### src/css_consts.svh
// Constants for the command source selector: offsets, fields, resets.
// Assumes inclusion by the selector modules and the bench.
`ifndef CSS_CONSTS_SVH
`define CSS_CONSTS_SVH
// Register byte offsets
`define CSS_SEL_OFS 12'h000
`define CSS_OVR_OFS 12'h004
`define CSS_LOC_OFS 12'h008
`define CSS_STAT_OFS 12'h00c
// Field widths and limits
`define CSS_SEL_W 4
`define CSS_OVR_W 2
`define CSS_SEL_MAX 4'h8
// Reset values
`define CSS_SEL_RST 4'h0
`define CSS_OVR_RST 2'h0
`define CSS_LOC_RST 2'h0
// Status field positions
`define CSS_ST_FRQ_LSB 0
`define CSS_ST_RUN_LSB 4
`define CSS_ST_EFF_BIT 8
`define CSS_ST_REJ_BIT 9
`endif

### src/css_pkg.sv
// Types for the command source selector.
// Assumes css_consts.svh sits in the same folder.
package css_pkg;
  // Where a command is taken from
  typedef enum logic [1:0] {
    CSS_SRC_LOCAL = 2'h0,
    CSS_SRC_STD = 2'h1,
    CSS_SRC_EXT = 2'h2,
    CSS_SRC_FBUS = 2'h3
  } css_src_t;
endpackage

### src/css_selector.sv
// Functional notes
// - two settings choose frequency and run sources
// - serial selector: links; override: field bus
// - frequency: 0,2,6 local; 1,3,7 std; else ext
// - run: 0,1,4 local; 2,3,5 std; else ext
// - override 1 freq, 2 run, 3 both
// - forced source ignores serial selector
// - local frequency: setting or multistep
// - local run: keypad or input terminals
// - standard link shares keypad port
// - assigned enable terminal must be shorted
// - open enable terminal voids settings
// - void settings mean local sources
// - remote reads status, writes commands
//
// Command source selector with APB register access.
// Assumes command payloads arrive on synchronous ports, one per source.
//
// Implementation choices: the address map and register access over APB.
`timescale 1ns/1ps
`include "css_consts.svh"
module css_selector
  import css_pkg::*;
#(
  parameter int FREQ_W = 16
) (
  // Clock and reset
  input wire logic pclk,
  input wire logic presetn,
  // APB slave
  input wire logic psel,
  input wire logic penable,
  input wire logic pwrite,
  input wire logic [11:0] paddr,
  input wire logic [31:0] pwdata,
  output logic [31:0] prdata,
  output logic pready,
  output logic pslverr,
  // Link enable terminal
  input wire logic link_enable_assigned,
  input wire logic link_enable_input_n,
  // Local frequency sources
  input wire logic [FREQ_W-1:0] local_frequency_setting,
  input wire logic [FREQ_W-1:0] local_frequency_setting_alt,
  input wire logic [FREQ_W-1:0] multistep_freq,
  input wire logic multistep_active,
  // Local run sources
  input wire logic [1:0] keypad_run,
  input wire logic [1:0] terminal_run,
  // Remote sources (standard shares keypad port)
  input wire logic [FREQ_W-1:0] std_freq,
  input wire logic [1:0] std_run,
  input wire logic [FREQ_W-1:0] ext_freq,
  input wire logic [1:0] ext_run,
  input wire logic [FREQ_W-1:0] fbus_freq,
  input wire logic [1:0] fbus_run,
  // Selected commands
  output logic [FREQ_W-1:0] freq_cmd,
  output logic [1:0] run_cmd,
  output logic [1:0] freq_src_out,
  output logic [1:0] run_src_out
);

  ////////////////////////////////////////////////////////////////////////
  // Decode helpers

  // Byte address match for one register
  function automatic logic hit(input logic [11:0] a, input logic [11:0] o);
    hit = (a == o);
  endfunction

  ////////////////////////////////////////////////////////////////////////
  // Registers

  logic [`CSS_SEL_W-1:0] serial_link_source_select_reg;
  logic [`CSS_OVR_W-1:0] fieldbus_source_override_reg;
  logic [1:0] local_cfg_reg; // [0] alt freq setting, [1] keypad run
  logic reject_reg;
  logic wr_en;
  logic rd_en;
  logic mapped;
  logic effective;
  css_src_t frq_src;
  css_src_t run_src;

  assign wr_en = psel && penable && pwrite;
  assign rd_en = psel && penable && !pwrite;
  assign mapped = hit(paddr, `CSS_SEL_OFS) || hit(paddr, `CSS_OVR_OFS) ||
    hit(paddr, `CSS_LOC_OFS) || hit(paddr, `CSS_STAT_OFS);

  assign effective = !link_enable_assigned || !link_enable_input_n;

  always_ff @(posedge pclk or negedge presetn) begin
    if (!presetn) begin
      serial_link_source_select_reg <= `CSS_SEL_RST;
    end else if (wr_en && hit(paddr, `CSS_SEL_OFS) &&
                 pwdata[31:`CSS_SEL_W] == 28'h0 &&
                 pwdata[`CSS_SEL_W-1:0] <= `CSS_SEL_MAX) begin
      // keep old value on bad data
      serial_link_source_select_reg <= pwdata[`CSS_SEL_W-1:0];
    end
  end

  always_ff @(posedge pclk or negedge presetn) begin
    if (!presetn) begin
      fieldbus_source_override_reg <= `CSS_OVR_RST;
    end else if (wr_en && hit(paddr, `CSS_OVR_OFS) &&
                 pwdata[31:`CSS_OVR_W] == 30'h0) begin
      // keep old value on bad data
      fieldbus_source_override_reg <= pwdata[`CSS_OVR_W-1:0];
    end
  end

  // Local source configuration
  always_ff @(posedge pclk or negedge presetn) begin
    if (!presetn) begin
      local_cfg_reg <= `CSS_LOC_RST;
    end else if (wr_en && hit(paddr, `CSS_LOC_OFS)) begin
      local_cfg_reg <= pwdata[1:0];
    end
  end

  // sticky reject flag, set beats read clear
  always_ff @(posedge pclk or negedge presetn) begin
    if (!presetn) begin
      reject_reg <= 1'b0;
    end else if (wr_en && hit(paddr, `CSS_SEL_OFS) &&
                 (pwdata[31:`CSS_SEL_W] != 28'h0 ||
                  pwdata[`CSS_SEL_W-1:0] > `CSS_SEL_MAX)) begin
      reject_reg <= 1'b1;
    end else if (wr_en && hit(paddr, `CSS_OVR_OFS) &&
                 pwdata[31:`CSS_OVR_W] != 30'h0) begin
      reject_reg <= 1'b1;
    end else if (rd_en && hit(paddr, `CSS_STAT_OFS)) begin
      reject_reg <= 1'b0;
    end
  end

  ////////////////////////////////////////////////////////////////////////
  // APB answer: no wait state, pready registered

  always_ff @(posedge pclk or negedge presetn) begin
    if (!presetn) begin
      pready <= 1'b0;
    end else begin
      pready <= psel && !penable;
    end
  end

  // Unmapped addresses answer with an error
  always_ff @(posedge pclk or negedge presetn) begin
    if (!presetn) begin
      pslverr <= 1'b0;
    end else begin
      pslverr <= psel && !penable && !mapped;
    end
  end

  always_ff @(posedge pclk or negedge presetn) begin
    if (!presetn) begin
      prdata <= 32'h0;
    end else if (psel && !penable && !pwrite) begin
      prdata <= 32'h0;
      if (hit(paddr, `CSS_SEL_OFS)) begin
        prdata[`CSS_SEL_W-1:0] <= serial_link_source_select_reg;
      end
      if (hit(paddr, `CSS_OVR_OFS)) begin
        prdata[`CSS_OVR_W-1:0] <= fieldbus_source_override_reg;
      end
      if (hit(paddr, `CSS_LOC_OFS)) begin
        prdata[1:0] <= local_cfg_reg;
      end
      if (hit(paddr, `CSS_STAT_OFS)) begin
        prdata[`CSS_ST_FRQ_LSB +: 2] <= frq_src;
        prdata[`CSS_ST_RUN_LSB +: 2] <= run_src;
        prdata[`CSS_ST_EFF_BIT] <= effective;
        prdata[`CSS_ST_REJ_BIT] <= reject_reg;
      end
    end
  end

  ////////////////////////////////////////////////////////////////////////
  // Source selection

  css_decode u_decode (
    .sel(serial_link_source_select_reg),
    .ovr(fieldbus_source_override_reg),
    .effective(effective),
    .frq_src(frq_src),
    .run_src(run_src)
  );

  always_ff @(posedge pclk or negedge presetn) begin
    if (!presetn) begin
      freq_cmd <= '0;
    end else begin
      unique case (frq_src)
        CSS_SRC_LOCAL: begin
          if (multistep_active) begin
            freq_cmd <= multistep_freq;
          end else if (local_cfg_reg[0]) begin
            freq_cmd <= local_frequency_setting_alt;
          end else begin
            freq_cmd <= local_frequency_setting;
          end
        end
        CSS_SRC_STD: freq_cmd <= std_freq;
        CSS_SRC_EXT: freq_cmd <= ext_freq;
        CSS_SRC_FBUS: freq_cmd <= fbus_freq;
      endcase
    end
  end

  always_ff @(posedge pclk or negedge presetn) begin
    if (!presetn) begin
      run_cmd <= 2'h0;
    end else begin
      unique case (run_src)
        CSS_SRC_LOCAL: run_cmd <= local_cfg_reg[1] ? keypad_run : terminal_run;
        CSS_SRC_STD: run_cmd <= std_run;
        CSS_SRC_EXT: run_cmd <= ext_run;
        CSS_SRC_FBUS: run_cmd <= fbus_run;
      endcase
    end
  end

  // Source indication outputs
  always_ff @(posedge pclk or negedge presetn) begin
    if (!presetn) begin
      freq_src_out <= 2'h0;
      run_src_out <= 2'h0;
    end else begin
      freq_src_out <= frq_src;
      run_src_out <= run_src;
    end
  end

  ////////////////////////////////////////////////////////////////////////
  // Checks

  AST_SEL_RANGE: assert property (@(posedge pclk)
    disable iff (!presetn) serial_link_source_select_reg <= `CSS_SEL_MAX)
    else $error("serial selector out of range");

  AST_BAD_KEEP: assert property (@(posedge pclk)
    disable iff (!presetn) (wr_en && hit(paddr, `CSS_SEL_OFS) &&
    pwdata > 32'h8) |=> $stable(serial_link_source_select_reg))
    else $error("bad selector write changed value");

  AST_VOID_LOCAL: assert property (@(posedge pclk)
    disable iff (!presetn) !effective |=>
    freq_src_out == 2'h0 && run_src_out == 2'h0)
    else $error("ineffective settings not local");

  AST_OPEN_TERM: assert property (@(posedge pclk)
    disable iff (!presetn) (link_enable_assigned && link_enable_input_n)
    |-> frq_src == CSS_SRC_LOCAL)
    else $error("open terminal did not void settings");

  AST_FBUS_FRQ: assert property (@(posedge pclk)
    disable iff (!presetn) (effective && fieldbus_source_override_reg[0])
    |=> freq_src_out == 2'h3)
    else $error("frequency not forced to field bus");

  AST_FBUS_RUN: assert property (@(posedge pclk)
    disable iff (!presetn) (effective && fieldbus_source_override_reg ==
    2'h2) |=> run_src_out == 2'h3 && freq_src_out != 2'h3)
    else $error("run override wrong");

  AST_FRQ_STD: assert property (@(posedge pclk)
    disable iff (!presetn) (effective && fieldbus_source_override_reg ==
    2'h0 && serial_link_source_select_reg == 4'h7) |->
    frq_src == CSS_SRC_STD && run_src == CSS_SRC_EXT)
    else $error("selector 7 decode wrong");

  AST_RUN_STD: assert property (@(posedge pclk)
    disable iff (!presetn) (effective && fieldbus_source_override_reg ==
    2'h0 && serial_link_source_select_reg == 4'h5) |->
    run_src == CSS_SRC_STD && frq_src == CSS_SRC_EXT)
    else $error("selector 5 decode wrong");

  AST_RUN_FOLLOW: assert property (@(posedge pclk)
    disable iff (!presetn) run_src == CSS_SRC_STD |=>
    run_cmd == $past(std_run))
    else $error("run command not from standard link");

  AST_APB_WAIT: assert property (@(posedge pclk)
    disable iff (!presetn) (psel && !penable) |=> pready ##1 !pready)
    else $error("apb answer timing wrong");
endmodule

### src/css_decode.sv
// Combinational decoder from the two selectors to the two sources.
// Assumes the parent registers sel, ovr and the outputs; effective arrives unregistered.
`timescale 1ns/1ps
`include "css_consts.svh"
module css_decode
  import css_pkg::*;
(
  // Settings
  input wire logic [`CSS_SEL_W-1:0] sel,
  input wire logic [`CSS_OVR_W-1:0] ovr,
  input wire logic effective,
  // Chosen sources
  output css_src_t frq_src,
  output css_src_t run_src
);
  // Frequency and run source per selector value
  always_comb begin
    frq_src = CSS_SRC_LOCAL;
    run_src = CSS_SRC_LOCAL;
    if (effective) begin
      unique case (sel)
        4'h1, 4'h3, 4'h7: frq_src = CSS_SRC_STD;
        4'h4, 4'h5, 4'h8: frq_src = CSS_SRC_EXT;
        default: frq_src = CSS_SRC_LOCAL;
      endcase
      unique case (sel)
        4'h2, 4'h3, 4'h5: run_src = CSS_SRC_STD;
        4'h6, 4'h7, 4'h8: run_src = CSS_SRC_EXT;
        default: run_src = CSS_SRC_LOCAL;
      endcase
      if (ovr[0]) begin
        frq_src = CSS_SRC_FBUS;
      end
      if (ovr[1]) begin
        run_src = CSS_SRC_FBUS;
      end
    end
  end
endmodule

### config.mk
export PLATFORM = sky130hd
export DESIGN_NAME = css_selector
export DESIGN_NICKNAME = d
export VERILOG_FILES = /design/src/css_pkg.sv /design/src/css_selector.sv /design/src/css_decode.sv
export VERILOG_INCLUDE_DIRS = /design/src
export SDC_FILE = /design/constraint.sdc
export NUM_CORES = 1
export LEC_CHECK = 0
export BUFFER_PORTS_ARGS = -buffer_cell sky130_fd_sc_hd__buf_2
export CAP_MARGIN = 20
export CORE_MARGIN = 1.5
export CORE_UTILIZATION = 40
export DETAILED_ROUTE_END_ITERATION = 8
export GPL_ROUTABILITY_DRIVEN = 0
export PLACE_DENSITY = 0.86
export SLEW_MARGIN = 20
export SYNTH_ARGS = -nofsm -noshare
export SYNTH_HDL_FRONTEND = slang
export SYNTH_SLANG_ARGS = --single-unit
### constraint.sdc
create_clock -name pclk -period 2.2 [get_ports pclk]
set_clock_uncertainty 0.1 [all_clocks]
set_input_delay 0.44 -clock pclk [delete_from_list [all_inputs] [get_ports pclk]]
set_output_delay 0.44 -clock pclk [all_outputs]
set_load 0.005 [all_outputs]
Yosys cells after proc, flatten, opt, wreduce, memory -nomap -nowiden
Cells that the tools add are included.

word-level totals
  flip-flop bits (word level) = 41
  latch bits = 0
  bits in writable memories = 0
  ROM bits = 0
  output and inout port bits = 56
  logic and storage cells = 87
  memories = 0

cells by class
  add/sub/neg operators = 0
  multipliers = 0
  div/mod/pow operators = 0
  magnitude comparators = 2
  equal/unequal tests = 17
  shift-type cells = 0
  multiplexer cells = 20
  bitwise gates (word level) = 0
  reductions and logical operators = 37

operators with widths
  operator                                                           number
  16-bit one-hot mux with 4 select lines                             1
  16-bit two-way mux                                                 2
  30-bit logical NOT                                                 1
  30-bit nonzero test                                                1
  28-bit logical NOT                                                 1
  28-bit nonzero test                                                1
  12-bit by 4-bit == test with 1-bit output (second input constant)  2
  2-bit two-way mux                                                  10
  4-bit by 3-bit == test with 1-bit output (second input constant)   4
  1-bit logical AND                                                  15
  12-bit by 3-bit == test with 1-bit output (second input constant)  1
  12-bit logical NOT                                                 1
  3-bit OR reduction                                                 4
  2-bit == test (second input constant)                              4
  4-bit by 2-bit == test with 1-bit output (second input constant)   2
  2-bit one-hot mux with 2 select lines                              2
  2-bit one-hot mux with 4 select lines                              1
  1-bit logical NOT                                                  5
  1-bit logical OR                                                   5
  2-bit by 1-bit == test with 1-bit output (second input constant)   2
  4-bit by 1-bit == test with 1-bit output (second input constant)   1
  4-bit == test (second input constant)                              1
  4-bit greater-than comparator (second input constant)              1
  4-bit <= comparator (second input constant)                        1
  4 further kinds                                                    7

Depth between registers and ports, before layout
  depth in word-level cells = 7
  depth in mapped cells = 7
  depth with buffers taken out = 4

Hierarchy
From an unflattened synthesis, not the netlist that was laid out.

unflattened totals
  cell total of the unflattened synthesis = 229
  area total of the unflattened synthesis = 2588.7 µm²

modules (own cells, without submodules)
  module        times used  cells an instance  area each (µm²)
  css_selector  1           216                2493.6
  css_decode    1           13                 95.1

Worst setup path after synthesis
Ideal clock, no wire load.

  path type = in2reg
  start point = in paddr[5]
  end point = reg fieldbus_source_override_reg[0]
  arrival time = 2.020 ns
  required time = 1.972 ns
  path slack = -0.047 ns
  stages on the path = 4
  path buffers = 0
  cell sequence = or4_4 -> or3_4 -> nor4b_4 -> mux2_1

between the ends
  cells in the longest elaborated chain, start to end = 3

RTL lines
  item                                       RTL line             source
  start: declaration                         css_selector.sv:34   input wire logic [11:0] paddr,
  12-bit by 3-bit == test with 1-bit output  css_selector.sv:69   hit = (a == o);
  1-bit logical AND (2 in series)            css_selector.sv:107  end else if (wr_en && hit(paddr, `CSS_OVR_OFS) &&
  end signal: assignment                     css_selector.sv:106  fieldbus_source_override_reg <= `CSS_OVR_RST;
  end signal: assignment                     css_selector.sv:110  fieldbus_source_override_reg <= pwdata[`CSS_OVR_W-1:0];
  end: declaration                           css_selector.sv:76   logic [`CSS_OVR_W-1:0] fieldbus_source_override_reg;

No other way between the ends.
A chain may end at the register's enable or synchronous reset.

Final worst setup path
Same ends and word-level chain as after synthesis.

==> results_dict.tcl <==
set metrics [dict create \
    reg2regPathDepth 4 \
    tightest_slew_ps 899 \
    wl_mm 8.20 \
    final_common_cell "buf_2" \
    p_sw_mw 0.414 \
    timing_worst_setup_path_type "input pin to register" \
    dieArea_um2 7360 \
    placed_cell_area_um2 3730 \
    yosysSeqAreaShare_pct 37.4 \
    irDropWorstVdd_v 0.000274 \
    comb_power_share_pct 17.7 \
    grt_usage_pct 22.9 \
    final_cells 556 \
    crit_chain "buf_2, or4_4, or3_4, nor4b_4, mux2_1" \
    layout-drive-gt1-share_pct 50.9 \
    p_int_mw 1.41 \
    drt_first_pass_iters 4 \
    p_clk_share_pct 39.0 \
    largest_register_ffs 16 \
    final_nets 636 \
    r2r_end "run_cmd[0]" \
    syn_area_um2 2740 \
    synth_edf_count 0 \
    clock_path_buffers 2 \
    rrSetupSlack_ps 140 \
    yosys-top-cells-area "dfrtp_1, mux2_2, mux2i_1" \
    grt.overflow.total 0 \
    yosys.area.top_type "dfrtp_1" \
    path_delay_family "simple AND/OR/NAND/NOR gates" \
    cts_tree "built" \
    critical_path_arrival_ps 2140 \
    slew_viol_final 0 \
    drc 0 \
    final_core_util_pct 59.6 \
    via_per_inst 5.21 \
    cp_slowest_stage_delay_ps 550 \
    fin_crit_sh_pct 93.9 \
    dp_hpwl_mm 6.71 \
    crit_buf_inv 1 \
    multi_input_area_um2 1560 \
    postCtsHoldBufs 0 \
    min_path_type "input pin to asynchronous set/reset pin" \
    layout_setup_ws_ps 134 \
    grt_max_degree 42 \
    initial_utilization_pct 42.2 \
    cp.required_ps 2270 \
    regArea_um2 1030 \
    worstSetupStartpointType "input pin" \
    htree_levels 2 \
    design_area_um2 3870 \
    io_buffer_count 189 \
    yosys_warnings 0 \
    setup_viol 0 \
    cts_resized 1 \
    avgSynthCellArea_um2 9.65 \
    dp_cells 548 \
    clock_sinks 41 \
    antenna_found_initial 0 \
    mostFrequentLayoutCells "buf_2, nand2_1, dfrtp_1" \
    syn2layout_area_growth_pct 41.2 \
    yosys.area.top_type_share_pct 37.4 \
    path_clk_slew_ps 80 \
    swShare_pct 22.7 \
    p_leak_nw 2.06 \
    numCtsBuffers 5 \
    clock_latency_ps 290 \
    die_y_um 85.8 \
    fmax_mhz 484 \
    rsz0062_at_grt "false" \
    syn_inst 284 \
    critPathCaptureType "register" \
    diodes 0 \
    drv_cap 0 \
    ios 214 \
    grt_pass1_vias 2987 \
    vias 2899 \
    status "finished, final reports clean" \
    dp_slack_ps -170 \
    ys_async_sr_fraction_pct 100 \
    slowest_stage "or4_4" \
    grt_pass1_wl_mm 13.3 \
    r2r-start "serial_link_source_select_reg[1]" \
    core_area_um2 6490 \
    p_seq_share_pct 43.3 \
    slew-limit-headroom_pct 40.1 \
    ys_seq_elements 41 \
    path_max_fanout 4 \
    ant_nets 0 \
    wl_per_cell_um 14.7 \
    synth_flop_cell "dfrtp_1" \
    hold_viol 0 \
    drt_iter0_markers 103 \
    die_w_um 85.8 \
    power.density_nw_per_um2 472 \
    min_period_ps 2070 \
    postCtsSetupBuffers 0 \
    nFillCells 549 \
    synth.distinct_cells 52 \
    cts-root-buf "clkbuf_8" \
    rows 29 \
]
## worst max path at each step
stage | from | to | slack (ps) | cells after the start
final | paddr[5] | fieldbus_source_override_reg[0] | 130 | 5
after global placement | paddr[5] | fieldbus_source_override_reg[0] | -110 | 5
after floorplan | paddr[5] | fieldbus_source_override_reg[0] | 10 | 4
after detailed placement | paddr[5] | fieldbus_source_override_reg[0] | -170 | 5
after CTS | serial_link_source_select_reg[0] | run_cmd[0] | 130 | 4
after global routing | serial_link_source_select_reg[1] | run_cmd[1] | 30 | 4
## stage by stage
stage	hold WS, ps	setup TNS, ps	power, mW
floorplan	44.4	0	0.954
global placement	363	-264	1.12
detailed placement	369	-547	1.13
CTS	193	0	1.85
global route	233	0	1.92
finish	169	0	1.83
## cell usage after synthesis, types with 2 or more instances
master	count
nand2_1	44
dfrtp_1	41
buf_4	25
mux2_2	22
mux2i_1	20
o2bb2ai_1	18
a31oi_1	16
clkbuf_1	9
nor4_1	9
nand3_1	6
nor2_1	6
nor2b_1	6
and2_1	4
inv_1	4
o21ai_0	4
buf_2	3
o31ai_1	3
a2111oi_0	2
a21oi_1	2
a221oi_1	2
mux2_1	2
nand2b_1	2
nand4_1	2
nor3_2	2
o211ai_1	2
o21ai_1	2
## worst register-to-register path, stage by stage, from the launching register on
cell and delay (ps):
dfrtp_1 450, or4b_2 690, a31oi_2 350, a2111oi_0 120, a221oi_1 250
## power by group through the flow
| stage | combinational [mW] | clock [mW] | sequential (mW) |
|---|---|---|---|
| finish | 0.323 | 0.713 | 0.790 |
| global route | 0.360 | 0.770 | 0.793 |
| CTS | 0.324 | 0.732 | 0.791 |
| detailed placement | 0.323 | 0 | 0.805 |
| global placement | 0.313 | 0 | 0.804 |
| floorplan | 0.145 | 0 | 0.809 |
## final cells by class
cell class / instances / area share [%]
Clock buffer: 5 / 1.78
Inverter: 4 / 0.388
Multi-Input combinational cell: 224 / 40.2
Tap cell: 77 / 2.49
Clock inverter: 3 / 1.68
Sequential cell: 41 / 26.5
Timing Repair Buffer: 202 / 27.0
## logic make-up after synthesis
group | share of synthesized area, %
and+or+nand+nor | 19.5
muxes | 17.2
other | 0.137
DFF | 37.4
buffers and inverters | 9.31
AOI/OAI and AO/OA | 16.5
## routing by layer
layer / track usage, % / vias up / part of all wire (%)
li1: - / 1393 / -
met2: 40.9 / 145 / 51
met5: 0 / - / 0
met1: 27.4 / 1347 / 40
met3: 4.23 / 14 / 6.8
met4: 8.36 / 0 / 1.9
No activity file was read; power rests on OpenSTA's default activity.
